==> config.mk <==
export PLATFORM = sky130hd
export DESIGN_NAME = scbu_core
export DESIGN_NICKNAME = d
export VERILOG_FILES = /design/src/scbu_pkg.sv /design/src/scbu_cond.sv /design/src/scbu_core.sv
export VERILOG_INCLUDE_DIRS = /design/src
export SDC_FILE = /design/constraint.sdc
export NUM_CORES = 1
export LEC_CHECK = 0
export BUFFER_PORTS_ARGS = -buffer_cell sky130_fd_sc_hd__buf_2
export CAP_MARGIN = 25
export CORE_MARGIN = 2
export CORE_UTILIZATION = 50
export DETAILED_ROUTE_END_ITERATION = 6
export GPL_ROUTABILITY_DRIVEN = 1
export PLACE_DENSITY = 0.78
export SKIP_CTS_REPAIR_TIMING = 1
export SYNTH_ARGS = -nofsm -noshare
export SYNTH_HDL_FRONTEND = slang
export SYNTH_SLANG_ARGS = --single-unit
==> constraint.sdc <==
create_clock -name clk_sys -period 3.9 [get_ports clk_sys]
set_clock_uncertainty 0.2 [all_clocks]
set_input_delay 0.78 -clock clk_sys [delete_from_list [all_inputs] [get_ports clk_sys]]
set_output_delay 0.78 -clock clk_sys [all_outputs]
set_load 0.005 [all_outputs]
==> src/scbu_params.svh <==
// constants for the skip and branch condition unit
//
// Functional notes
// - skip-reg-bit-set skips the next instruction when the register bit is 1.
// - skip-io-bit-clear skips the next instruction when the I/O bit reads 0.
// - skip-io-bit-set skips the next instruction when the I/O bit reads 1.
// - branch-flag-set loads pc+k+1 when status bit s is 1.
// - branch-flag-clear loads pc+k+1 when status bit s is 0.
// - branch-equal jumps to pc+k+1 only when the zero flag is 1.
// - branch-not-equal jumps to pc+k+1 only when the zero flag is 0.
// - branch-carry-set jumps to pc+k+1 when the carry flag is 1.
// - branch-carry-clear and same-or-higher jump to pc+k+1 when carry is 0.
// - skip-reg-bit-clear skips the next instruction when the register bit is 0.
`ifndef SCBU_PARAMS_SVH
`define SCBU_PARAMS_SVH

`define SCBU_PC_W 16
// opcode masks and match values
`define SCBU_SKIP_REG_MASK 16'hFE08
`define SCBU_SKIP_REG_CLR_VAL 16'hFC00
`define SCBU_SKIP_REG_SET_VAL 16'hFE00
`define SCBU_SKIP_IO_MASK 16'hFF00
`define SCBU_SKIP_IO_CLR_VAL 16'h9900
`define SCBU_SKIP_IO_SET_VAL 16'h9B00
`define SCBU_BRANCH_MASK 16'hFC00
`define SCBU_BRANCH_SET_VAL 16'hF000
`define SCBU_BRANCH_CLR_VAL 16'hF400
// field positions
`define SCBU_BIT_HI 2
`define SCBU_BIT_LO 0
`define SCBU_REG_HI 8
`define SCBU_REG_LO 4
`define SCBU_IO_HI 7
`define SCBU_IO_LO 3
`define SCBU_K_HI 9
`define SCBU_K_LO 3
// status flag positions used by the alias branches
`define SCBU_FLAG_C 3'h0
`define SCBU_FLAG_Z 3'h1
// pc steps and extra busy cycles
`define SCBU_STEP_SEQ 16'h0001
`define SCBU_STEP_SKIP1 16'h0002
`define SCBU_STEP_SKIP2 16'h0003
`define SCBU_EXTRA_SKIP1 2'h1
`define SCBU_EXTRA_SKIP2 2'h2
`define SCBU_EXTRA_BRANCH 2'h1

`endif

==> src/scbu_pkg.sv <==
// types for the skip and branch condition unit
package scbu_pkg;
  typedef enum logic [2:0] {
    SCBU_OP_NONE,
    SCBU_OP_SKIP_REG_CLR,
    SCBU_OP_SKIP_REG_SET,
    SCBU_OP_SKIP_IO_CLR,
    SCBU_OP_SKIP_IO_SET,
    SCBU_OP_BRANCH_SET,
    SCBU_OP_BRANCH_CLR
  } scbu_op_t;

  typedef enum logic {
    SCBU_IDLE,
    SCBU_HOLD
  } scbu_state_t;
endpackage : scbu_pkg

==> src/scbu_cond.sv <==
// condition evaluator: picks one bit and compares it with the wanted level
`timescale 1ns/100ps
module scbu_cond (
  input wire scbu_pkg::scbu_op_t op, // decoded operation
  input wire logic [2:0] bit_sel, // bit or flag index from the opcode
  input wire logic [7:0] reg_rdata, // working register value
  input wire logic [7:0] io_rdata, // i/o register value
  input wire logic [7:0] status, // status register value
  output logic taken // condition holds, pc leaves sequence
);
  // single bit pick, shared by all three sources
  function automatic logic scbu_bit_of(input logic [7:0] value, input logic [2:0] sel);
    scbu_bit_of = value[sel];
  endfunction : scbu_bit_of

  // flags are only read here, there is no write path to the status register
  always_comb begin
    unique case (op)
      scbu_pkg::SCBU_OP_SKIP_REG_CLR: taken = !scbu_bit_of(reg_rdata, bit_sel);
      scbu_pkg::SCBU_OP_SKIP_REG_SET: taken = scbu_bit_of(reg_rdata, bit_sel);
      scbu_pkg::SCBU_OP_SKIP_IO_CLR: taken = !scbu_bit_of(io_rdata, bit_sel);
      scbu_pkg::SCBU_OP_SKIP_IO_SET: taken = scbu_bit_of(io_rdata, bit_sel);
      scbu_pkg::SCBU_OP_BRANCH_SET: taken = scbu_bit_of(status, bit_sel);
      scbu_pkg::SCBU_OP_BRANCH_CLR: taken = !scbu_bit_of(status, bit_sel);
      default: taken = 1'b0;
    endcase
  end
endmodule : scbu_cond

==> src/scbu_core.sv <==
// skip and relative branch decode, condition test and pc update
`timescale 1ns/100ps
`include "scbu_params.svh"
module scbu_core (
  input wire logic clk_sys, // core clock
  input wire logic rst, // async reset, active high
  input wire logic instr_valid, // fetch offers an instruction
  input wire logic [15:0] instr, // instruction word
  input wire logic [`SCBU_PC_W-1:0] pc, // word address of instr
  input wire logic next_two_word, // instruction after instr is two words long
  input wire logic [7:0] reg_rdata, // register file read data, same cycle
  input wire logic [7:0] io_rdata, // i/o space read data, same cycle
  input wire logic [7:0] status, // status register flags
  output logic instr_ready, // unit can take an instruction
  output logic [4:0] reg_raddr, // register file read address
  output logic [4:0] io_raddr, // i/o space read address
  output logic done, // pulse: result of last instruction valid
  output logic pc_load, // pulse: fetch must load pc_target
  output logic [`SCBU_PC_W-1:0] pc_target, // next pc of last instruction
  output logic flush // pulse: drop the instruction fetched in sequence
);
  // whole state in one record so reset and next state stay in step
  typedef struct packed {
    scbu_pkg::scbu_state_t state;
    logic [1:0] cnt;
    logic done;
    logic pc_load;
    logic flush;
    logic [`SCBU_PC_W-1:0] pc_target;
  } scbu_core_q_t;

  scbu_core_q_t q;
  scbu_core_q_t next_q;
  scbu_pkg::scbu_op_t op;
  logic taken;
  logic issue;
  logic [`SCBU_PC_W-1:0] k_off;

  // opcode decode; unknown words map to none and are never taken
  function automatic scbu_pkg::scbu_op_t scbu_decode(input logic [15:0] w);
    if ((w & `SCBU_SKIP_REG_MASK) == `SCBU_SKIP_REG_CLR_VAL) begin
      scbu_decode = scbu_pkg::SCBU_OP_SKIP_REG_CLR;
    end else if ((w & `SCBU_SKIP_REG_MASK) == `SCBU_SKIP_REG_SET_VAL) begin
      scbu_decode = scbu_pkg::SCBU_OP_SKIP_REG_SET;
    end else if ((w & `SCBU_SKIP_IO_MASK) == `SCBU_SKIP_IO_CLR_VAL) begin
      scbu_decode = scbu_pkg::SCBU_OP_SKIP_IO_CLR;
    end else if ((w & `SCBU_SKIP_IO_MASK) == `SCBU_SKIP_IO_SET_VAL) begin
      scbu_decode = scbu_pkg::SCBU_OP_SKIP_IO_SET;
    end else if ((w & `SCBU_BRANCH_MASK) == `SCBU_BRANCH_SET_VAL) begin
      scbu_decode = scbu_pkg::SCBU_OP_BRANCH_SET;
    end else if ((w & `SCBU_BRANCH_MASK) == `SCBU_BRANCH_CLR_VAL) begin
      scbu_decode = scbu_pkg::SCBU_OP_BRANCH_CLR;
    end else begin
      scbu_decode = scbu_pkg::SCBU_OP_NONE;
    end
  endfunction : scbu_decode

  // true for the four skip kinds
  function automatic logic scbu_is_skip(input scbu_pkg::scbu_op_t o);
    scbu_is_skip = (o == scbu_pkg::SCBU_OP_SKIP_REG_CLR) || (o == scbu_pkg::SCBU_OP_SKIP_REG_SET)
      || (o == scbu_pkg::SCBU_OP_SKIP_IO_CLR) || (o == scbu_pkg::SCBU_OP_SKIP_IO_SET);
  endfunction : scbu_is_skip

  // read addresses come straight from the word so data returns in the issue cycle
  assign op = scbu_decode(instr);
  assign reg_raddr = instr[`SCBU_REG_HI:`SCBU_REG_LO];
  assign io_raddr = instr[`SCBU_IO_HI:`SCBU_IO_LO];
  assign instr_ready = (q.state == scbu_pkg::SCBU_IDLE);
  assign issue = instr_valid && instr_ready && (op != scbu_pkg::SCBU_OP_NONE);
  // signed word displacement, sign bit copied upward
  assign k_off = {{(`SCBU_PC_W-7){instr[`SCBU_K_HI]}}, instr[`SCBU_K_HI:`SCBU_K_LO]};

  scbu_cond u_cond (
    .op(op),
    .bit_sel(instr[`SCBU_BIT_HI:`SCBU_BIT_LO]),
    .reg_rdata(reg_rdata),
    .io_rdata(io_rdata),
    .status(status),
    .taken(taken)
  );

  // next state: result is registered, extra cycles are spent in hold
  always_comb begin
    next_q = q;
    next_q.done = 1'b0;
    next_q.pc_load = 1'b0;
    next_q.flush = 1'b0;
    unique case (q.state)
      scbu_pkg::SCBU_IDLE: begin
        if (issue) begin
          next_q.done = 1'b1;
          next_q.pc_target = pc + `SCBU_STEP_SEQ;
          if (taken && scbu_is_skip(op)) begin
            // the skipped word is never executed, so a flush covers it
            next_q.pc_load = 1'b1;
            next_q.flush = 1'b1;
            next_q.state = scbu_pkg::SCBU_HOLD;
            if (next_two_word) begin
              next_q.pc_target = pc + `SCBU_STEP_SKIP2;
              next_q.cnt = `SCBU_EXTRA_SKIP2;
            end else begin
              next_q.pc_target = pc + `SCBU_STEP_SKIP1;
              next_q.cnt = `SCBU_EXTRA_SKIP1;
            end
          end else if (taken) begin
            // equal, not-equal, carry aliases are these opcodes with s fixed
            next_q.pc_load = 1'b1;
            next_q.flush = 1'b1;
            next_q.state = scbu_pkg::SCBU_HOLD;
            next_q.pc_target = pc + k_off + `SCBU_STEP_SEQ;
            next_q.cnt = `SCBU_EXTRA_BRANCH;
          end
        end
      end
      // hold counts the busy cycles; the last one reopens the unit
      scbu_pkg::SCBU_HOLD: begin
        if (q.cnt == 2'h1) begin
          next_q.state = scbu_pkg::SCBU_IDLE;
        end
        next_q.cnt = q.cnt - 2'h1;
      end
    endcase
  end

  // state register
  always_ff @(posedge clk_sys or posedge rst) begin
    if (rst) begin
      q <= '0;
    end else begin
      q <= next_q;
    end
  end

  // every output below comes straight from a flip-flop
  assign done = q.done;
  assign pc_load = q.pc_load;
  assign pc_target = q.pc_target;
  assign flush = q.flush;

  // helper picks for the checks
  logic bit_r;
  logic bit_i;
  logic is_br;
  logic [2:0] s_sel;
  assign bit_r = reg_rdata[instr[`SCBU_BIT_HI:`SCBU_BIT_LO]];
  assign bit_i = io_rdata[instr[`SCBU_BIT_HI:`SCBU_BIT_LO]];
  assign s_sel = instr[`SCBU_BIT_HI:`SCBU_BIT_LO];
  assign is_br = (op == scbu_pkg::SCBU_OP_BRANCH_SET) || (op == scbu_pkg::SCBU_OP_BRANCH_CLR);
endmodule : scbu_core

# Word-level counts from Yosys, hierarchy flattened

Index checks and enable logic that the tools add are counted.
W data, S select, Z words.

$add $sub $neg: 6
$lt $le $gt $ge: 1
Eq/ne operators: 15
Mux-type cells: 23
Bitwise operators: 1
Reductions and logical operators: 12

Operators by type and width:

| kind                    | count |
|---|---|
| $mux W18                | 2 |
| $add A16 B1 Y16 const B | 2 |
| $add A16 B2 Y16 const B | 2 |
| $eq A8 B8 Y1 const B    | 4 |
| $mux W3                 | 8 |
| $mux W22                | 1 |
| $mux W19                | 1 |
| $add A16 B16 Y16        | 1 |
| $mux W16                | 1 |
| $eq A6 B6 Y1 const B    | 2 |
| $bmux W1 S3             | 3 |
| $eq A3 B3 Y1 const B    | 3 |
| $eq A3 B2 Y1 const B    | 2 |
| $pmux W1 S6             | 1 |
| $pmux W3 S2             | 1 |
| $lt A3 B4 Y1 const B    | 1 |
| $mux W1                 | 4 |
| $reduce_and A2 Y1       | 2 |
| $eq A3 B1 Y1 const B    | 1 |
| $logic_and A1 B1 Y1     | 3 |
| $logic_not A1 Y1        | 3 |
| $logic_or A1 B1 Y1      | 3 |
| $ne A3 B1 Y1 const B    | 1 |
| $reduce_bool A3 Y1      | 1 |
| 5 further kinds         | 5 |

Flip-flop bits (word level): 22
Bits of input ports: 60
Output and inout bits: 30
Word-level logic and storage cells: 64

# Depth between registers and ports, before layout

Gate-level depths: netlist of run 1.

Depth in word-level cells: 15
Mapped depth: 12
Mapped depth without buffers: 12

# Cells and area by module

Synthesis of run 1 repeated with hierarchy kept, for this count alone.

Cells, all modules: 368
Area, all modules: 2,981.6 sq um

Modules (own cells, without submodules):

| module    | instances | cells each | area each (sq um) | sequential area each (sq um) |
|---|---|---|---|---|
| scbu_core | 1         | 347        | 2,747.6           | 525.5 |
| scbu_cond | 1         | 21         | 234.0             | 0.0 |

# Least setup slack after synthesis of run 1

No wires, ideal clock.

Kind: input -> register
Start point: in pc[0]
End point: reg q, in the netlist pc_target[14]
Data arrival time: 2.950 ns
Required time: 3.574 ns
Setup slack: 0.624 ns
Stages: 12
Path buffers: 0
Cell sequence: inv_1 -> ha_1 -> inv_1 -> fa_1 -> a211o_1 -> a21oi_1 -> o221ai_1 -> a31o_2 -> and4b_1 -> a311oi_1 -> o31a_1 -> o21ai_0

Cells in the longest elaborated chain, start to end: 4
Elaborated cells between the ends (all ways): 8

Ends and longest elaborated chain:

| item                             | line             | text |
|---|---|---|
| from (decl)                      | scbu_core.sv:9   | `` input wire logic [`SCBU_PC_W-1:0] pc, `` |
| $add A16 B16 Y16                 | scbu_core.sv:110 | `` next_q.pc_target = pc + k_off + `SCBU_STEP_SEQ; `` |
| $add A16 B1 Y16 (no source line) | --               |  |
| $mux W18                         | scbu_core.sv:105 | `end else if (taken) begin` |
| $mux W18 (*)                     | scbu_core.sv:93  | `if (taken && scbu_is_skip(op)) begin` |
| to (signal assigned)             | scbu_core.sv:130 | `q <= next_q;` |
| to (decl)                        | scbu_core.sv:32  | `scbu_core_q_t q;` |

Every way passes the cells marked *; elsewhere a longest branch is shown, timed or not.
A chain may end at the register's enable or synchronous reset.

# Worst setup path after layout of run 1

Start point: in instr[1]
End point: reg q, in the netlist pc_target[3]

Cells in the longest elaborated chain, start to end: 6
Elaborated cells between the ends (all ways): 13

Ends and longest elaborated chain:

| item                                            | line                                              | text |
|---|---|---|
| from (decl)                                     | scbu_core.sv:8                                    | `input wire logic [15:0] instr,` |
| $bmux W1 S3                                     | scbu_cond.sv:13                                   | `scbu_bit_of = value[sel];` |
| $mux W1 (implied by the code)                   | scbu_cond.sv:13                                   |  |
| $logic_not A1 Y1, on equally long branches      | scbu_cond.sv:24, scbu_cond.sv:19, scbu_cond.sv:21 |  |
| $pmux W1 S6 (*)                                 | scbu_cond.sv:18                                   | `unique case (op)` |
| $mux W18 or $logic_and A1 B1 Y1 (tied branches) | scbu_core.sv:105, scbu_core.sv:93                 |  |
| $mux W18 (*)                                    | scbu_core.sv:93                                   |  |

Every way passes the cells marked *; elsewhere a longest branch is shown, timed or not. The select of a mux whose other input is x is not followed.

==> results of run 1 <==
critical path, delay by kind of cell:
family	cells	cell delay [ns]
AOI/OAI and AO/OA	2	0.47
buffers and inverters	2	0.36
muxes	3	1.13
and+or+nand+nor	3	0.63
layout by cell type, fill, tap and decap left out, drive strengths merged, types with 3 or more instances in the layout:
| cell | count |
|---|---|
| a211oi | 10 |
| a21o | 5 |
| a21oi | 24 |
| a31o | 3 |
| buf | 96 |
| clkbuf | 3 |
| dfrtp | 21 |
| ha | 20 |
| inv | 14 |
| mux2i | 6 |
| mux4 | 6 |
| nand2 | 33 |
| nand3 | 13 |
| nand4 | 3 |
| nor2 | 38 |
| nor3 | 6 |
| o2111ai | 3 |
| o211ai | 4 |
| o21a | 7 |
| o21ai | 22 |
| o31ai | 4 |
| or2 | 4 |
| xnor2 | 20 |
| xor2 | 6 |
state kept, by name, summed over array words and instances, names as in the netlist:
signal / count
done: 1
flush: 1
pc_target: 16
q: 3
routing by layer:
| metal | vias to the layer above | track usage [%] |
|---|---|---|
| met3 | 6 | 2.13 |
| met4 | 0 | 7.12 |
| met1 | 1304 | 30.7 |
| met2 | 118 | 40.2 |
| met5 | - | 0 |
| li1 | 1414 | - |
kinds of logic (layout without fill, tap and decap cells):
group,Yosys count,in the layout,share of synthesized area (%)
adders and majority gates,21,21,9.22
and+or+nand+nor,115,115,19.3
muxes,14,14,8.32
DFF,21,21,17.9
AOI/OAI and AO/OA,107,107,25.7
buffers and inverters,57,115,11.8
xor gates and xnor gates,26,26,7.77
cell type report:
type	count	share of cell area [%]
tap	72	2.75
inverter	15	1.72
timing repair buffer	96	15.2
sequential	21	16.0
clock buffer	3	1.26
multi-input combinational	283	62.9
clock inverter	1	0.153
power by group through the flow:
stage,logic (mW),clock network (mW),registers [mW]
after floorplan,0.290,0,0.293
after global placement,0.350,0,0.299
after detailed placement,0.359,0,0.301
after CTS,0.360,0.143,0.296
after global routing,0.406,0.153,0.304
final,0.359,0.139,0.295
how the worst max path moves through the flow:
| stage | depth (start not counted) | from | end |
|---|---|---|---|
| final | 10 | instr[1] | pc_target[3]$_DFFE_PP0P_ |
| after global routing | 10 | instr[1] | pc_target[12]$_DFFE_PP0P_ |
| after CTS | 13 | pc[0] | pc_target[14]$_DFFE_PP0P_ |
| after detailed placement | 13 | pc[0] | pc_target[14]$_DFFE_PP0P_ |
| after global placement | 13 | pc[0] | pc_target[14]$_DFFE_PP0P_ |
| after floorplan | 12 | pc[0] | pc_target[14]$_DFFE_PP0P_ |
metrics by stage:
step	hold slack (ns)	setup slack, ns	instance area [um2]	std cells	total power [mW]
detailed placement	0.265	0.208	3220	486	0.660
finish	0.273	0.459	3280	491	0.793
global route	0.305	0.295	3280	491	0.863
floorplan	0.250	0.624	2930	361	0.583
CTS	0.281	0.495	3270	490	0.799
global placement	0.257	0.270	3220	486	0.649
==> impl_metrics.tcl, run 1 <==
set metrics [dict create \
    hold_violations 0 \
    dr_total_vias 2842 \
    critPathSlowestCell "mux4_1" \
    synth.most_common_cell "nor2_1" \
    timing.final.crit_share_pct 88.2 \
    nNetsFinal 501 \
    ff2ff_setup_slack_ns 2.02 \
    finalSetupViolCount 0 \
    crit_fanout 7 \
    place_congestion 0.922 \
    grt_antenna_before_repair 0 \
    min-delay-start "pc_target[8]$_DFFE_PP0P_" \
    syn2layout_area_growth_pct 11.8 \
    firstDrtPassIters 4 \
    outcome "completed" \
    synthTopCellsByArea "dfrtp_1, ha_1, buf_4, xnor2_1, mux4_1" \
    p_sw_mw 0.279 \
    clk_latency_ns 0.26 \
    multi_input_area_mm2 0.00206 \
    gr-usage-all-layers_pct 23.3 \
    io_buffers 89 \
    clkTransAtPathRegs_ns 0.07 \
    cts.sinks 21 \
    slowest_delay_ns 0.57 \
    viasPerCell 5.79 \
    die_area_mm2 0.00649 \
    die_h_um 80.6 \
    antennaDiodeCount 0 \
    path_cells "buf_2, mux4_1, mux2i_1, mux2_4, nor3b_4, or2_1, buf_4, nor2_1, o32ai_1, o31ai_1" \
    whs_endpoint "pc_target[8]$_DFFE_PP0P_" \
    grt_pass1_vias 2688 \
    required_ns 3.83 \
    synth.distinct_cells 71 \
    fin_crit_ns 3.44 \
    total_leakage_power_nw 1.51 \
    regArea_um2 526 \
    power_frac_seq_pct 37.2 \
    yosysSeqAreaShare_pct 17.9 \
    async_reset_ff_share_pct 100 \
    grt_pass1_wl_um 12100 \
    crit_arrival_ns 3.37 \
    synth_top_area_share_pct 17.9 \
    rows 27 \
    synth_commonest_cells "nor2_1, nand2_1, buf_4, a21oi_1" \
    synth_area_mm2 0.00293 \
    clk_path_buf_depth 2 \
    r2r_start "q[21]$_DFF_PP0_" \
    yosys_warnings 0 \
    htreeDepth 1 \
    critical_path_class "in2reg" \
    start_util_pct 52.6 \
    syn_inst 361 \
    p_per_area_mw_per_mm2 242 \
    wl_met2_um 3370 \
    irDropWorstVdd_mv 0.180 \
    drc 0 \
    combPwrFrac_pct 45.2 \
    layout-drive-gt1-share_pct 28.6 \
    top_layer "met4" \
    cts_buffers 3 \
    synth_edf_count 0 \
    ioPinCount 90 \
    clockPowerShare_pct 17.5 \
    cts_tree "yes" \
    internal_power_mw 0.514 \
    finalWirelength_um 7180 \
    tightest_slew_ns 0.778 \
    dp_hpwl_um 5990 \
    drt_iter0_drc 295 \
    drv_slew 0 \
    startpoint_type "primary input" \
    grt_max_degree 26 \
    tns_ns 0 \
    hp-class "reg2reg" \
    crit_path_end_kind "flip-flop" \
    r2r_cells 6 \
    coreArea_mm2 0.00557 \
    fmax_ghz 0.291 \
    post-route-util_pct 58.8 \
    max_slew_margin_pct 47.8 \
    synth_top_area_cell "dfrtp_1" \
    maxCapViolCount 0 \
    swShare_pct 35.1 \
    die_w_um 80.6 \
    synth_flop_cell "dfrtp_1" \
    ant_nets 0 \
    reg2reg_to "q[19]$_DFFE_PP0P_" \
    overflow 0 \
    syn_area_per_cell_um2 8.12 \
    drt-met1-wl_um 3210 \
    post_drt_wl_per_cell_um 14.6 \
    wl_met3_um 489 \
    n_fill_cell 531 \
    clockRootBuffer "clkbuf_8" \
    whs_path_depth 2 \
    synthesis.nets 442 \
    rsz0062_at_grt "false" \
    ys_ff_latch 21 \
]
No activity file was read; power rests on OpenSTA's default activity.
==> run 2: changes to the inputs <==
--- a/config.mk
+++ b/config.mk
@@ -6,13 +6,14 @@
 export SDC_FILE = /design/constraint.sdc
 export NUM_CORES = 1
 export LEC_CHECK = 0
+export ABC_AREA = 1
 export BUFFER_PORTS_ARGS = -buffer_cell sky130_fd_sc_hd__buf_2
 export CAP_MARGIN = 25
 export CORE_MARGIN = 2
 export CORE_UTILIZATION = 50
 export DETAILED_ROUTE_END_ITERATION = 6
 export GPL_ROUTABILITY_DRIVEN = 1
-export PLACE_DENSITY = 0.78
+export PLACE_DENSITY = 0.76
 export SKIP_CTS_REPAIR_TIMING = 1
 export SYNTH_ARGS = -nofsm -noshare
 export SYNTH_HDL_FRONTEND = slang
==> run 2 against run 1 <==
Total power grew 16%. Final cell count is 44% higher. Setup slack improved by 0.75 ns. First-iteration DRC count rose by 32%. Highest routed layer unchanged. Combinational power up 32%. Count of clock-buffer cells in the layout rose by 1. Sequential power grew 6%. Sequential share of layout area shrank 1.8 points. Register-to-register slack better by 0.17 ns. Hold slack gained 0.0014 ns. Area after synthesis grew 15%. Critical endpoint is now pc_target[8]$_DFFE_PP0P_.
==> impl_metrics.tcl, run 2 <==
set metrics [dict create \
    clkTransAtPathRegs_ns 0.07 \
    crit_fanout 6 \
    r2r_start "q[21]$_DFF_PP0_" \
    finalWirelength_um 8450 \
    firstDrtPassIters 5 \
    crit_path_end_kind "flip-flop" \
    placedCellCount 702 \
    timing.final.crit_share_pct 69.0 \
    top_usage_layer "met2" \
    start_util_pct 52.4 \
    clk_path_buf_depth 2 \
    antennaDiodeCount 0 \
    startpoint_type "primary input" \
    grt_max_degree 33 \
    tightest_slew_ns 0.747 \
    critPathLaunch "pc[0]" \
    rows 29 \
    ys_ff_latch 21 \
    yosys.area_share.simple_pct 43.6 \
    cts_tree "yes" \
    viasPerCell 5.06 \
    syn2layout_area_growth_pct 8.92 \
    dp_hpwl_um 7160 \
    finalSetupViolCount 0 \
    outcome "completed" \
    syn_area_per_cell_um2 5.91 \
    maxCapViolCount 0 \
    clk_latency_ns 0.25 \
    final_cell_mix "nand2_1, buf_2, nand3_1" \
    fmax_ghz 0.372 \
    critical_path_class "in2reg" \
    regArea_um2 526 \
    total_leakage_power_nw 2.14 \
    dr_total_vias 3571 \
    syn_inst 572 \
    gr-usage-all-layers_pct 23.3 \
    post_drt_wl_per_cell_um 12.0 \
    drv_slew 0 \
    synth_edf_count 0 \
    multi_input_area_mm2 0.00225 \
    synth_compound_area_share_pct 6.44 \
    overflow 0 \
    synth.most_common_cell "nand2_1" \
    max_slew_margin_pct 50.2 \
    synth_flop_cell "dfrtp_1" \
    nNetsFinal 711 \
    synth-xor-area-share_pct 8.55 \
    clockRootBuffer "clkbuf_8" \
    irDropWorstVdd_mv 0.141 \
    synthesis.nets 653 \
    place_area_mm2 0.00364 \
    min-delay-start "pc_target[8]$_DFFE_PP0P_" \
    synth.area.mux_share_pct 0 \
    drc 0 \
    synth_commonest_cells "nand2_1, nand3_1, inv_1, nor2_1, buf_4" \
    yosys_warnings 0 \
    hold_violations 0 \
    grt_pass1_vias 3177 \
    post-route-util_pct 57.0 \
    fin_cells 706 \
    ant_nets 0 \
    tns_ns 0 \
    met1_usage_pct 34.9 \
    hold_ws_ns 0.275 \
    final_common_cell "nand2_1" \
    use_met2_pct 38.8 \
    synth_top_family_by_area "simple AND/OR/NAND/NOR gates" \
    drt_iter0_drc 388 \
    synth_top_area_cell "nand2_1" \
    cts_buffers 3 \
    p_per_area_mw_per_mm2 250 \
    grt_antenna_before_repair 0 \
    htreeDepth 1 \
    n_fill_cell 697 \
    coreArea_mm2 0.00646 \
    cts.sinks 21 \
    grt_use_met3_pct 0.667 \
    hp-class "reg2reg" \
    die_h_um 86.2 \
    synth_area_mm2 0.00338 \
    fin_crit_ns 2.69 \
    largest_reg_flops 16 \
    synth.distinct_cells 33 \
    die_area_mm2 0.00744 \
    place_congestion 0.916 \
    layout-drive-gt1-share_pct 18.8 \
    yosysSeqAreaShare_pct 15.5 \
    required_ns 3.85 \
    synthAdderAreaFrac_pct 7.99 \
    ioPinCount 90 \
    fin_area_mm2 0.00368 \
    async_reset_ff_share_pct 100 \
    io_buffers 89 \
    synth_top_area_share_pct 19.3 \
    crit_arrival_ns 2.64 \
    rsz0062_at_grt "false" \
    synthTopCellsByArea "nand2_1, dfrtp_1, nand3_1, inv_1, ha_1" \
    die_w_um 86.2 \
    grt_pass1_wl_um 14500 \
]
-- run 2: cells by family after synthesis --
logic type	Yosys count
and+or+nand+nor	338
DFF	21
buffers and inverters	119
xor gates and xnor gates	33
adders and majority gates	21
AOI/OAI and AO/OA	40
-- run 2: worst paths after layout --
path,end,slack [ns],cells after the start
worst max-delay path,pc_target[8]$_DFFE_PP0P_,1.21,18
worst min-delay path,pc_target[8]$_DFFE_PP0P_,0.27,2
worst max register to register,pc_target[7]$_DFFE_PP0P_,2.19,5
worst min register to register,pc_target[8]$_DFFE_PP0P_,0.27,2
max in group asynchronous,pc_target[1]$_DFFE_PP0P_,2.58,2
min in group asynchronous,pc_target[14]$_DFFE_PP0P_,0.45,2
-- run 2: metrics by stage --
stage | worst slack [ns] | power, mW
after floorplan | 1.33 | 0.701
final | 1.21 | 0.922
after global placement | 0.947 | 0.781
after global routing | 0.952 | 1.01
after CTS | 1.21 | 0.926
after detailed placement | 0.959 | 0.791
-- run 2: area by class of cell --
class,count,share of cell area (%)
flip-flops and latches,21,14.3
repair buffers,91,12.5
multi-input cells,432,61.1
well taps,77,2.62
clock buffers,4,1.22
inverters,81,8.25
-- run 2: critical path: stages --
cell and delay (ns):
buf_2 0.14, inv_1 0.08, ha_1 0.14, inv_1 0.06, fa_1 0.41, nand3_1 0.10
nand2_1 0.10, nand2_1 0.08, nand2_1 0.09, nand2_1 0.08, nand2_1 0.06, xor2_1 0.15
nand2_1 0.07, nand2_1 0.06, nand2_1 0.07, nand2_1 0.06, nand2_1 0.06, nand2_1 0.04
-- run 2: where the power goes --
group / switching (mW) / total, mW / internal [mW]
clock network: 0.0606 / 0.133 / 0.0725
registers: 0.0328 / 0.314 / 0.281
logic: 0.280 / 0.475 / 0.195
-- run 2: per-layer routing --
| layer | part of all wire (%) | vias up |
|---|---|---|
| met5 | 0 | - |
| met1 | 48 | 1547 |
| met3 | 6.5 | 6 |
| li1 | - | 1891 |
| met4 | 0.57 | 0 |
| met2 | 45 | 127 |
